--- src/rtl/bbc_consts.svh ---
// constants of the bit stream buffer conformance checker
// assumes a single 25 MHz system clock; included by bare name
`ifndef BBC_CONSTS_SVH
`define BBC_CONSTS_SVH
// clock rate; rates in bits per second are added once per cycle
// to levels held scaled by this figure
`define BBC_CLK_PERIOD_NS 40
`define BBC_FREQ_HZ 64'd25000000
// most leaky bucket triples held on chip
`define BBC_NB 4
`define BBC_NB_W 3
// reset values
`define BBC_LEVEL_RST 64'h0
`define BBC_WORD_RST 32'h0
// number of divide steps in the calculation sequence
`define BBC_STEPS 3'h5
`endif

--- src/rtl/bbc_divider.sv ---
// restoring unsigned divider, one quotient bit per cycle
// assumes start is a one-cycle pulse given while idle
`include "bbc_consts.svh"
`default_nettype none
module bbc_divider (
   input wire logic sys_clk,
   input wire logic rstn,
   input wire logic start,
   input wire logic [63:0] num,
   input wire logic [63:0] den,
   output logic done,
   output logic [63:0] quot
);
   logic [63:0] rem;
   logic [63:0] dv;
   logic [6:0] cnt;
   logic busy;
   // trial subtraction on the shifted remainder
   wire [64:0] shifted = {rem, quot[63]};
   wire [64:0] trial = shifted - {1'b0, dv};
   wire fits = !trial[64];

   // a zero divisor yields all ones, which later saturates the result
   always_ff @(posedge sys_clk) begin
      if (!rstn) begin
         rem <= `BBC_LEVEL_RST;
         dv <= `BBC_LEVEL_RST;
         quot <= `BBC_LEVEL_RST;
         cnt <= 7'h0;
         busy <= 1'b0;
         done <= 1'b0;
      end else begin
         done <= 1'b0;
         if (start) begin
            rem <= 64'h0;
            dv <= den;
            quot <= num;
            cnt <= 7'h40;
            busy <= 1'b1;
         end else if (busy) begin
            rem <= fits ? trial[63:0] : shifted[63:0];
            quot <= {quot[62:0], fits};
            cnt <= cnt - 7'h1;
            if (cnt == 7'h1) begin
               busy <= 1'b0;
               done <= 1'b1;
            end
         end
      end
   end
endmodule
`default_nettype wire

--- config.mk ---
export PLATFORM = sky130hd
export DESIGN_NAME = bbc_divider
export DESIGN_NICKNAME = d
export VERILOG_FILES = /design/src/rtl/bbc_divider.sv
export VERILOG_INCLUDE_DIRS = /design/src /design/src/rtl
export SDC_FILE = /design/constraint.sdc
export NUM_CORES = 1
export LEC_CHECK = 0
export BUFFER_PORTS_ARGS = -buffer_cell sky130_fd_sc_hd__buf_2
export CAP_MARGIN = 20
export CORE_MARGIN = 3
export CORE_UTILIZATION = 53
export DETAILED_ROUTE_END_ITERATION = 8
export PLACE_DENSITY_LB_ADDON = 0.15
export REMOVE_ABC_BUFFERS = 1
export SYNTH_ARGS = -nofsm -noshare
export SYNTH_HDL_FRONTEND = slang
export SYNTH_SLANG_ARGS = --single-unit
export TNS_END_PERCENT = 10
--- constraint.sdc ---
create_clock -name sys_clk -period 5.97 [get_ports sys_clk]
set_input_delay 0.8955 -clock sys_clk [delete_from_list [all_inputs] [get_ports sys_clk]]
set_output_delay 0.8955 -clock sys_clk [all_outputs]
set_load 0.01 [all_outputs]
# [Yosys cells after proc, flatten, opt, wreduce, memory -nomap -nowiden]
# Index checks and enable logic that the tools add are counted.
[totals] output_inout_bits=65 ramBits=0 input_bits=131 latch_bits=0 mem_count=0 elab_cells=25 mem_bits_ro=0 ff_bits=201
[classes] n_div=0 eq_ne=1 multipliers=0 n_reduce_logical=4 order_cmp=0 bitwise=2 n_addsub=2 shift=0 n_mux=9
[ops] cell="$mux 64" count=3
[ops] cell="$sub 65x64->65" count=1
[ops] cell="$mux 7" count=2
[ops] cell="$eq 7x1->1 const B" count=1
[ops] cell="$sub 7x1->7 const B" count=1
[ops] cell="$mux 1" count=4
[ops] cell="$reduce_or 3->1" count=1
[ops] cell="$not 1->1" count=2
[ops] cell="$reduce_bool 2->1" count=1
[ops] cell="$reduce_or 2->1" count=1
[ops] cell="$logic_not 1->1" count=1

# [Depth between registers and ports, before layout]
# Gate-level depths: netlist of run 1.
[logic_depth] ltp_word=4 ltp_mapped=15 ltp_nobuf=13

# [Worst setup path after synthesis of run 1]
# No wires, ideal clock.
[synth_timing] path_kind="flip-flop to flip-flop" start="register quot[63]" end="register rem[0]" synth_period_minus_slack_ps=3328 path_buffers=2 setup_slack_ps=2642 path_stages_with_launch=15 required_ps=5848 arrival_time_ps=3206 path_cell_list="dfxtp_1 > inv_1 > ha_1 > fa_1 > nand2b_1 > a21oi_1 > o211ai_1 > a311oi_1 > o21bai_1 > o211ai_1 > o21a_1 > o211ai_4 > buf_4 > buf_2 > a221o_1"
[synth_via] elab_chain_len=2
[synth_rtl] item="start, declared" line="bbc_divider.sv:12" source="output logic [63:0] quot"
[synth_rtl] item="start signal, assigned" line="bbc_divider.sv:28" source="quot <= `BBC_LEVEL_RST;"
[synth_rtl] item="start signal, assigned" line="bbc_divider.sv:37" source="quot <= num;"
[synth_rtl] item="start signal, assigned" line="bbc_divider.sv:42" source="quot <= {quot[62:0], fits};"
[synth_rtl] item="$sub 65x64->65" line="bbc_divider.sv:20" source="wire [64:0] trial = shifted - {1'b0, dv};"
[synth_rtl] item="$mux 64 (*)" line="bbc_divider.sv:41" source="rem <= fits ? trial[63:0] : shifted[63:0];"
[synth_rtl] item="end signal, assigned" line="bbc_divider.sv:26" source="rem <= `BBC_LEVEL_RST;"
[synth_rtl] item="end signal, assigned" line="bbc_divider.sv:41"
[synth_rtl] item="end, declared" line="bbc_divider.sv:14" source="logic [63:0] rem;"
# Every way passes the cells marked *; elsewhere a longest branch is shown, timed or not.
# A chain may end at the register's enable or synchronous reset.

# [Final worst setup path of run 1]
[layout_timing] start="register quot[63]" end="register rem[27]"
[layout_via] elab_chain_len=2
[layout_rtl] item="$sub 65x64->65" line="bbc_divider.sv:20"
[layout_rtl] item="$mux 64" line="bbc_divider.sv:41"
# Every way passes these cells.

==> results of run 1 <==
[final timing paths]
check / cells after the start / slack (ns) / to / startpoint
min reg2reg: 1 / 0.47 / rem[63] / rem[63]
max reg2reg: 15 / 1.55 / rem[27] / quot[63]
min: 1 / 0.47 / rem[63] / rem[63]
max: 15 / 1.55 / rem[27] / quot[63]
[cell type report]
class,instances,area share [%]
clock inverters,9,0.722
multi-input cells,1108,54.4
well taps,319,2.74
inverters,88,2.28
clock buffers,34,4.94
flip-flops and latches,201,27.7
repair buffers,204,7.29
[metal layers]
metal | vias up | routed length (um) | track usage (%)
li1 | 5617 | - | -
met1 | 5007 | 14200 | 30.8
met2 | 328 | 14100 | 38.6
met3 | 54 | 2330 | 5.62
met4 | 0 | 707 | 5.91
met5 | - | 0 | 0
[per-stage QoR]
step	utilization [%]	hold slack, ns	cell area, um2	std cells	power [mW]
after floorplan	-	0.434	12300	1397	2.37
after global placement	58.2	0.458	13700	1919	2.64
after detailed placement	58.2	0.454	13700	1919	2.65
after CTS	61.7	0.468	14500	1962	4.15
after global routing	61.8	0.505	14600	1963	4.35
final	61.8	0.467	14600	1963	4.12
[worst max-delay path, stage by stage, from the launching register on]
cell	delay (ns)
dfxtp_1	0.32
inv_1	0.06
ha_1	0.22
fa_1	0.41
nand2b_1	0.19
a21oi_1	0.29
o211ai_1	0.21
a311oi_1	0.44
o21bai_1	0.22
o211ai_1	0.44
o2111ai_1	0.22
o211ai_4	0.23
buf_12	0.25
buf_4	0.39
mux2i_1	0.25
a21oi_1	0.08
[where the power goes]
group          switching [mW]  internal, mW  leakage (nW)
Combinational           0.654         0.498          4.95
Clock                   0.597         0.884         0.393
Sequential             0.0648          1.42          1.66
Total                    1.32          2.81          7.00
[flip-flops by register name (all words and copies together) (netlist names)]
signal	flops
rem	64
quot	64
cnt	7
dv	64
busy	1
done	1
[placed cells by master (no fill, tap or decap), types with 17 or more instances in the layout]
cell / Yosys / routed
buf_2: 1 / 193
dfxtp_1: 201 / 200
nor3_1: 24 / 24
nand2_1: 138 / 138
clkbuf_16: 0 / 24
a21o_1: 29 / 29
xor2_1: 29 / 29
inv_1: 88 / 87
nand3_1: 17 / 17
o21ai_0: 94 / 94
o211a_1: 64 / 64
mux2i_1: 182 / 182
xnor2_1: 34 / 34
ha_1: 66 / 66
nand4_1: 24 / 24
nor2b_1: 73 / 72
nor2_1: 52 / 52
a21oi_1: 132 / 132
[kinds of logic (layout without fill, tap and decap cells)]
logic type	Yosys count	after routing	synth area share (%)
AOI/OAI and AO/OA	420	420	22.1
xor gates and xnor gates	63	63	4.33
adders and majority gates	67	67	6.64
DFF	201	201	31.6
and+or+nand+nor	376	376	14.7
buffers and inverters	192	335	6.38
muxes	182	182	14.3
==> flow_metrics.env, run 1 <==
export IMPL_cts_resized=0
export IMPL_route_detailed_drc=0
export IMPL_worst_slack_ns=1.55
export IMPL_place_gp_congestion=0.927
export IMPL_drtPass1Iterations=5
export IMPL_setup_viol=0
export IMPL_start_util_pct=54.1
export IMPL_grt_pass1_vias=10600
export IMPL_power_density_mw_per_mm2=283
export IMPL_wl_per_cell_um=15.9
export IMPL_cts_clk_slew_worst_paths_ns=0.06
export IMPL_status="complete, no violations"
export IMPL_synth_commonest_cells="dfxtp_1, mux2i_1, nand2_1, a21oi_1, o21ai_0"
export IMPL_coreArea_mm2=0.0235
export IMPL_synth_edf_count=0
export IMPL_antenna_found_initial=0
export IMPL_drive_above_1_share_pct=16.1
export IMPL_antennaDiodeCount=0
export IMPL_cap_violations=0
export IMPL_min_path_type="reg -> reg"
export IMPL_crit_path_start_kind="flop"
export IMPL_die_y_um=161
export IMPL_synth_top_cell_area_share_pct=31.6
export IMPL_critPathKind="reg -> reg"
export IMPL_grt_pass1_wl_um=51900
export IMPL_critPathArrivalTime_ns=4.80
export IMPL_synth_cell_types=76
export IMPL_synth_yosys_seq_area_share_pct=31.6
export IMPL_netlist_area_mm2=0.0127
export IMPL_vias=11000
export IMPL_yosys_warnings=0
export IMPL_seq_area_mm2=0.00403
export IMPL_cts_tree="yes"
export IMPL_grt_start_max_net_pins=98
export IMPL_slew_violations=0
export IMPL_async_flop_share_pct=0
export IMPL_track_usage_pct=23.3
export IMPL_fillCellCount=2173
export IMPL_gr_total_overflow=0
export IMPL_die_area_mm2=0.0259
export IMPL_ys_ff_latch=201
export IMPL_finalCritPeriodShare_pct=74.0
export IMPL_tightest_slew_ns=1.08
export IMPL_die_x_um=161
export IMPL_avgSynthCellArea_um2=8.49
export IMPL_synthCells=1501
export IMPL_viasPerCell=5.61
export IMPL_relSlewSlack_pct=27.3
export IMPL_finalSetupTns_ns=0
export IMPL_hold_buffers=0
export IMPL_leakage_nw=7.00
export IMPL_end_kind="flop"
export IMPL_final_nets=1825
export IMPL_worst_path_max_fanout=27
export IMPL_synthMostInstantiatedCell="dfxtp_1"
export IMPL_clk_latency_ns=0.54
export IMPL_dp_slack_ns=1.47
export IMPL_drtIter0Drc=670
export IMPL_wl_um=31300
export IMPL_ir_drop_mv=0.257
export IMPL_cts_sinks=201
export IMPL_cts_root_buf="clkbuf_16"
export IMPL_hpwlAfterDp_um=22400
export IMPL_worstPathRequired_ns=6.36
export IMPL_timing_fmax_ghz=0.226
export IMPL_synth_main_ff_cell="dfxtp_1"
export IMPL_clockBufferDepth=3
export IMPL_ant_nets=0
export IMPL_ioPinCount=196
export IMPL_post_route_min_period_ns=4.42
export IMPL_postCtsSetupBuffers=0
export IMPL_grt_setup_unrepaired="false"
export IMPL_final_hold_viol_count=0
export IMPL_portBuffers=195
export IMPL_synth_area_leaders="dfxtp_1, mux2i_1, ha_1"
export IMPL_skew_ns=0.0163
export IMPL_multiInputGateArea_mm2=0.00791
export IMPL_yosysTopAreaCell="dfxtp_1"
export IMPL_num_rows=56
export IMPL_cts_htree_levels=1
export IMPL_areaGrowthSynthToFinish_pct=14.2
export IMPL_cts_buffers=24
(Power assumes the default switching activity.)
==> run 2, diff against run 1 <==
--- a/config.mk
+++ b/config.mk
@@ -6,6 +6,7 @@
 export SDC_FILE = /design/constraint.sdc
 export NUM_CORES = 1
 export LEC_CHECK = 0
+export ABC_AREA = 1
 export BUFFER_PORTS_ARGS = -buffer_cell sky130_fd_sc_hd__buf_2
 export CAP_MARGIN = 20
 export CORE_MARGIN = 3
==> constraint.sdc (replaced) <==
create_clock -name sys_clk -period 3.54 [get_ports sys_clk]
set_input_delay 0.531 -clock sys_clk [delete_from_list [all_inputs] [get_ports sys_clk]]
set_output_delay 0.531 -clock sys_clk [all_outputs]
set_load 0.01 [all_outputs]
==> run 2 against run 1 <==
Clock power up 64%. Die area up 17%. Highest routed layer unchanged. Critical path depth up 5. Sequential power up 62%. Non-clock buffer count up 3. Area after synthesis up 17%. Flip-flop and latch count unchanged. Largest power group is now clock. Critical path type unchanged. Count of clock-buffer cells in the layout down 4. Clock skew up 0.0020 ns. Register-to-register slack worse by 1.1 ns. Fmax up 45%. Synthesized cell count up 76%.
==> flow_metrics.env, run 2 <==
export IMPL_status="complete, no violations"
export IMPL_critPathArrivalTime_ns=3.42
export IMPL_place_gp_congestion=1.01
export IMPL_num_rows=60
export IMPL_grt_pass1_vias=15100
export IMPL_areaGrowthSynthToFinish_pct=13.2
export IMPL_antenna_found_initial=0
export IMPL_skew_ns=0.0183
export IMPL_cts_tree="yes"
export IMPL_cp_num_buf_inv=3
export IMPL_gr_total_overflow=0
export IMPL_synth_top_cell_area_share_pct=26.9
export IMPL_crit_chain="inv_1 -> ha_1 -> fa_1 -> inv_1 -> nand2_1 -> nand2_1 -> nand3_1 -> nand2_2 -> nand2_1 -> nand2_2 -> nand2_1 -> nand2_2 -> nand2_4 -> nand2_2 -> nand2_2 -> nand2_4 -> buf_12 -> nand2_1 -> nand3_1 -> a21oi_1"
export IMPL_cap_violations=0
export IMPL_postCtsSetupBuffers=0
export IMPL_yosysTopAreaCell="dfxtp_1"
export IMPL_final_hold_viol_count=0
export IMPL_grt_setup_unrepaired="false"
export IMPL_tightest_slew_ns=0.894
export IMPL_synth_area_leaders="dfxtp_1, nand2_1, inv_1"
export IMPL_min_path_type="in -> reg"
export IMPL_antennaDiodeCount=0
export IMPL_drtPass1Iterations=5
export IMPL_cts_resized=0
export IMPL_power_density_mw_per_mm2=347
export IMPL_r2r_slack_ns=0.49
export IMPL_fillCellCount=2828
export IMPL_synth_commonest_cells="nand2_1, inv_1, dfxtp_1, a21oi_1, nor2_1"
export IMPL_synthCells=2644
export IMPL_top_layer="met4"
export IMPL_r2r_cells=20
export IMPL_worstPathRequired_ns=3.92
export IMPL_finalPower_mw=5.88
export IMPL_wl_per_cell_um=14.3
export IMPL_clockBufferDepth=3
export IMPL_final_cell_mix="nand2_1, inv_1, dfxtp_1"
export IMPL_post_route_min_period_ns=3.05
export IMPL_met3_length_um=3460
export IMPL_netlist_area_mm2=0.0150
export IMPL_holdPathStages=3
export IMPL_fin_area_mm2=0.0169
export IMPL_end_kind="flop"
export IMPL_finalSetupTns_ns=0
export IMPL_cp_depth=20
export IMPL_viasPerCell=4.98
export IMPL_portBuffers=195
export IMPL_cts_sinks=201
export IMPL_dp_slack_ns=0.525
export IMPL_die_y_um=174
export IMPL_avgSynthCellArea_um2=5.66
export IMPL_timing_fmax_ghz=0.328
export IMPL_clk_latency_ns=0.54
export IMPL_vias=15900
export IMPL_ioPinCount=196
export IMPL_relSlewSlack_pct=40.2
export IMPL_grt_pass1_wl_um=74200
export IMPL_synth_cell_types=38
export IMPL_synth_main_ff_cell="dfxtp_1"
export IMPL_final_nets=2991
export IMPL_cts_root_buf="clkbuf_16"
export IMPL_coreArea_mm2=0.0273
export IMPL_slew_violations=0
export IMPL_crit_path_start_kind="flop"
export IMPL_drive_above_1_share_pct=10.6
export IMPL_async_flop_share_pct=0
export IMPL_wl_met1_um=20600
export IMPL_final_common_cell="nand2_1"
export IMPL_critPathKind="reg -> reg"
export IMPL_cp_top_family="simple AND/OR/NAND/NOR gates"
export IMPL_max_stage_delay_ns=0.43
export IMPL_hold_buffers=0
export IMPL_cts_buffers=23
export IMPL_grt_start_max_net_pins=127
export IMPL_cts_htree_levels=1
export IMPL_setup_viol=0
export IMPL_wl_um=45500
export IMPL_finalCritPeriodShare_pct=86.1
export IMPL_yosys_warnings=0
export IMPL_ir_drop_mv=0.395
export IMPL_leakage_nw=9.81
export IMPL_start_util_pct=54.7
export IMPL_ant_nets=0
export IMPL_routed_wl_met2_um=20000
export IMPL_crit_slowest_cell="fa_1"
export IMPL_synth_yosys_seq_area_share_pct=26.9
export IMPL_route_detailed_drc=0
export IMPL_cts_clk_slew_worst_paths_ns=0.06
export IMPL_track_usage_pct=29.4
export IMPL_place_area_mm2=0.0162
export IMPL_ys_ff_latch=201
export IMPL_worst_path_max_fanout=36
export IMPL_worst_slack_ns=0.492
export IMPL_synth_edf_count=0
export IMPL_hpwlAfterDp_um=35300
export IMPL_die_x_um=174
export IMPL_drtIter0Drc=1071
export IMPL_synthMostInstantiatedCell="nand2_1"
export IMPL_die_area_mm2=0.0303
export IMPL_largestRegisters="dv x64, quot x64, rem x64"
==> run 2: changes by cell type after synthesis, moves of 17 or more <==
cell | before | now
nor2_1 | 52 | 132
o21ai_0 | 94 | 111
a21o_1 | 29 | 0
inv_1 | 88 | 609
nand3_1 | 17 | 112
o211a_1 | 64 | 0
xnor2_1 | 34 | 8
nand2_1 | 138 | 989
clkbuf_1 | 76 | 58
mux2i_1 | 182 | 0
a21oi_1 | 132 | 171
nor2b_1 | 73 | 0
==> run 2: power by group <==
| group | internal, mW | switching, mW | leakage [nW] |
|---|---|---|---|
| Combinational | 0.330 | 0.710 | 7.79 |
| Clock | 1.42 | 1.02 | 0.365 |
| Sequential | 2.36 | 0.0442 | 1.65 |
==> run 2: layer usage <==
| layer | GRT usage (%) | up-vias |
|---|---|---|
| met3 | 5.24 | 77 |
| met1 | 39.8 | 7035 |
| met2 | 47.8 | 500 |
| met5 | 0 | - |
| li1 | - | 8238 |
| met4 | 8.88 | 0 |
==> run 2: final cells by class <==
cell class / instances / area (um2) / area share, %
clock buffer: 30 / 632 / 3.73
clock inverter: 11 / 134 / 0.791
inverter: 618 / 2320 / 13.7
multi-input combinational: 1742 / 8240 / 48.7
sequential: 201 / 4030 / 23.8
tap: 372 / 465 / 2.75
timing repair buffer: 207 / 1110 / 6.54
==> run 2: final timing paths <==
kind,endpoint,start
worst max-delay path,rem[17],quot[63]
worst min register to register,dv[63],dv[63]
worst min-delay path,dv[0],den[0]
worst max register to register,rem[17],quot[63]
==> run 2: metrics by stage <==
| stage | hold WS [ns] | cells | util (%) |
|---|---|---|---|
| finish | 0.249 | 3181 | 61.9 |
| global route | 0.251 | 3181 | 61.9 |
| CTS | 0.236 | 3181 | 61.9 |
| detailed placement | 0.459 | 3140 | 59.1 |
| global placement | 0.448 | 3140 | 59.1 |
| floorplan | 0.433 | 2561 | - |
==> run 2: kinds of logic (layout without fill, tap and decap cells) <==
| kind of cell | count (synthesis) | in the layout | share of synthesized area, % |
|---|---|---|---|
| AOI/OAI and AO/OA | 335 | 335 | 12.3 |
| and+or+nand+nor | 1309 | 1309 | 35.3 |
| buffers and inverters | 701 | 866 | 18.0 |
| xor gates and xnor gates | 31 | 31 | 1.82 |
| DFF | 201 | 201 | 26.9 |
| adders and majority gates | 67 | 67 | 5.66 |
==> run 2: tightest hold or removal path, cell delays in order <==
cell,delay [ns]
buf_2,0.08
nor2_1,0.04
nor2_1,0.09
==> run 3, diff against run 2 <==
--- a/config.mk
+++ b/config.mk
@@ -11,9 +11,11 @@
 export CAP_MARGIN = 20
 export CORE_MARGIN = 3
 export CORE_UTILIZATION = 53
+export CTS_BUF_LIST = sky130_fd_sc_hd__clkbuf_16
 export DETAILED_ROUTE_END_ITERATION = 8
 export PLACE_DENSITY_LB_ADDON = 0.15
 export REMOVE_ABC_BUFFERS = 1
+export SLEW_MARGIN = 10
 export SYNTH_ARGS = -nofsm -noshare
 export SYNTH_HDL_FRONTEND = slang
 export SYNTH_SLANG_ARGS = --single-unit
==> run 3 against run 2 <==
Highest routed layer unchanged. Via count is 0.28% lower. Design area is 0.18% lower. Largest power group is now registers. Critical path type unchanged. Critical path depth stayed put. Clock skew is 0.00060 ns lower. Clock power is 3% lower.
==> flow_metrics.env, run 3 (synthesis gave the netlist of run 2 again) <==
export IMPL_cts_root_buf="clkbuf_16"
export IMPL_start_util_pct=54.7
export IMPL_power_density_mw_per_mm2=343
export IMPL_route_detailed_drc=0
export IMPL_die_x_um=174
export IMPL_coreArea_mm2=0.0273
export IMPL_place_gp_congestion=1.01
export IMPL_end_kind="flop"
export IMPL_place_area_mm2=0.0162
export IMPL_crit_path_start_kind="flop"
export IMPL_die_area_mm2=0.0303
export IMPL_setup_viol=0
export IMPL_hold_buffers=0
export IMPL_clk_latency_ns=0.54
export IMPL_relSlewSlack_pct=40.4
export IMPL_drive_above_1_share_pct=10.5
export IMPL_routed_wl_met2_um=20000
export IMPL_vias=15800
export IMPL_top_layer="met4"
export IMPL_areaGrowthSynthToFinish_pct=13.0
export IMPL_finalSetupTns_ns=0
export IMPL_critPathArrivalTime_ns=3.42
export IMPL_track_usage_pct=29.3
export IMPL_cap_violations=0
export IMPL_wl_per_cell_um=14.3
export IMPL_postCtsSetupBuffers=0
export IMPL_timing_fmax_ghz=0.329
export IMPL_ioPinCount=196
export IMPL_skew_ns=0.0177
export IMPL_largestRegisters="dv x64, quot x64, rem x64"
export IMPL_drtPass1Iterations=6
export IMPL_rr_startpoint="quot[63]"
export IMPL_min_path_type="in -> reg"
export IMPL_drtIter0Drc=1052
export IMPL_grt_setup_unrepaired="false"
export IMPL_wl_um=45400
export IMPL_tightest_slew_ns=0.890
export IMPL_clockBufferDepth=3
export IMPL_final_hold_viol_count=0
export IMPL_worstPathRequired_ns=3.92
export IMPL_dp_slack_ns=0.525
export IMPL_die_y_um=174
export IMPL_final_common_cell="nand2_1"
export IMPL_grt_start_max_net_pins=127
export IMPL_fin_util_pct=61.8
export IMPL_cts_htree_levels=1
export IMPL_wl_met1_um=20500
export IMPL_post_route_min_period_ns=3.04
export IMPL_ant_nets=0
export IMPL_status="complete, no violations"
export IMPL_worst_slack_ns=0.500
export IMPL_critPathKind="reg -> reg"
export IMPL_ir_drop_mv=0.395
export IMPL_cp_startpoint="quot[63]"
export IMPL_final_nets=2991
export IMPL_cts_resized=0
export IMPL_cts_sinks=201
export IMPL_grt_pass1_vias=15000
export IMPL_slew_violations=0
export IMPL_num_rows=60
export IMPL_cts_clk_slew_worst_paths_ns=0.06
export IMPL_met3_length_um=3470
export IMPL_gr_total_overflow=0
export IMPL_portBuffers=195
export IMPL_cts_tree="yes"
export IMPL_fin_area_mm2=0.0169
export IMPL_antenna_found_initial=0
export IMPL_leakage_nw=9.81
export IMPL_grt_pass1_wl_um=74000
export IMPL_r2r_end="rem[17]"
export IMPL_worst_path_max_fanout=36
export IMPL_final_cell_mix="nand2_1, inv_1, dfxtp_1"
export IMPL_r2r_slack_ns=0.50
export IMPL_viasPerCell=4.97
export IMPL_finalCritPeriodShare_pct=85.9
export IMPL_endpoint="rem[17]"
export IMPL_cts_buffers=23
export IMPL_min_delay_start="den[0]"
export IMPL_r2r_cells=20
export IMPL_hpwlAfterDp_um=35300
export IMPL_antennaDiodeCount=0
==> run 3: changes by cell type in the layout (fill, tap and decap cells not counted), sizes merged <==
cell / before / now
inv: 620 / 624
clkinv: 3 / 6
clkbuf: 30 / 23
==> run 3: worst max-delay path, cell delays in order (launching register included) <==
cell	delay [ns]
dfxtp_1	0.32
inv_1	0.07
ha_1	0.24
fa_1	0.43
inv_1	0.07
nand2_1	0.05
nand2_1	0.06
nand3_1	0.07
nand2_2	0.16
nand2_1	0.09
nand2_2	0.12
nand2_1	0.08
nand2_2	0.10
nand2_4	0.07
nand2_2	0.07
nand2_2	0.06
nand2_4	0.28
buf_12	0.25
nand2_1	0.10
nand3_1	0.10
a21oi_1	0.07
==> run 3: per-stage QoR <==
step | power [mW] | cells | hold slack, ns
2_1_floorplan | 3.11 | 2561 | 0.433
3_3_place_gp | 3.46 | 3140 | 0.448
3_5_place_dp | 3.48 | 3140 | 0.459
4_1_cts | 5.85 | 3181 | 0.236
5_1_grt | 6.10 | 3181 | 0.251
6_report | 5.80 | 3181 | 0.247
==> run 3: where the power goes <==
part	leakage [nW]	switching, mW	internal (mW)	total [mW]
sequential	1.65	0.0440	2.36	2.41
clock	0.364	1.01	1.34	2.35
combinational	7.79	0.709	0.330	1.04
total	9.81	1.77	4.03	5.80
==> run 3: layout make-up <==
cell class                      count  area (um2)
Fill cell                        2829       10400
Timing Repair Buffer              207        1110
Clock inverter                     18         160
Clock buffer                       23         576
Tap cell                          372         465
Sequential cell                   201        4030
Multi-Input combinational cell   1742        8240
Inverter                          618        2320
==> run 3: worst min-delay path by stage <==
stage,end,slack (ns),cells past startpoint
final,dv[0],0.25,3
after global routing,dv[0],0.25,3
after CTS,dv[0],0.24,3
after detailed placement,dv[55],0.46,2
after global placement,dv[63],0.45,2
after floorplan,dv[63],0.43,2
==> run 3: metal layers <==
metal | GRT usage (%) | up-vias
met3 | 5.26 | 72
met2 | 47.7 | 498
met5 | 0 | -
met1 | 39.7 | 7001
li1 | - | 8234
met4 | 8.71 | 0
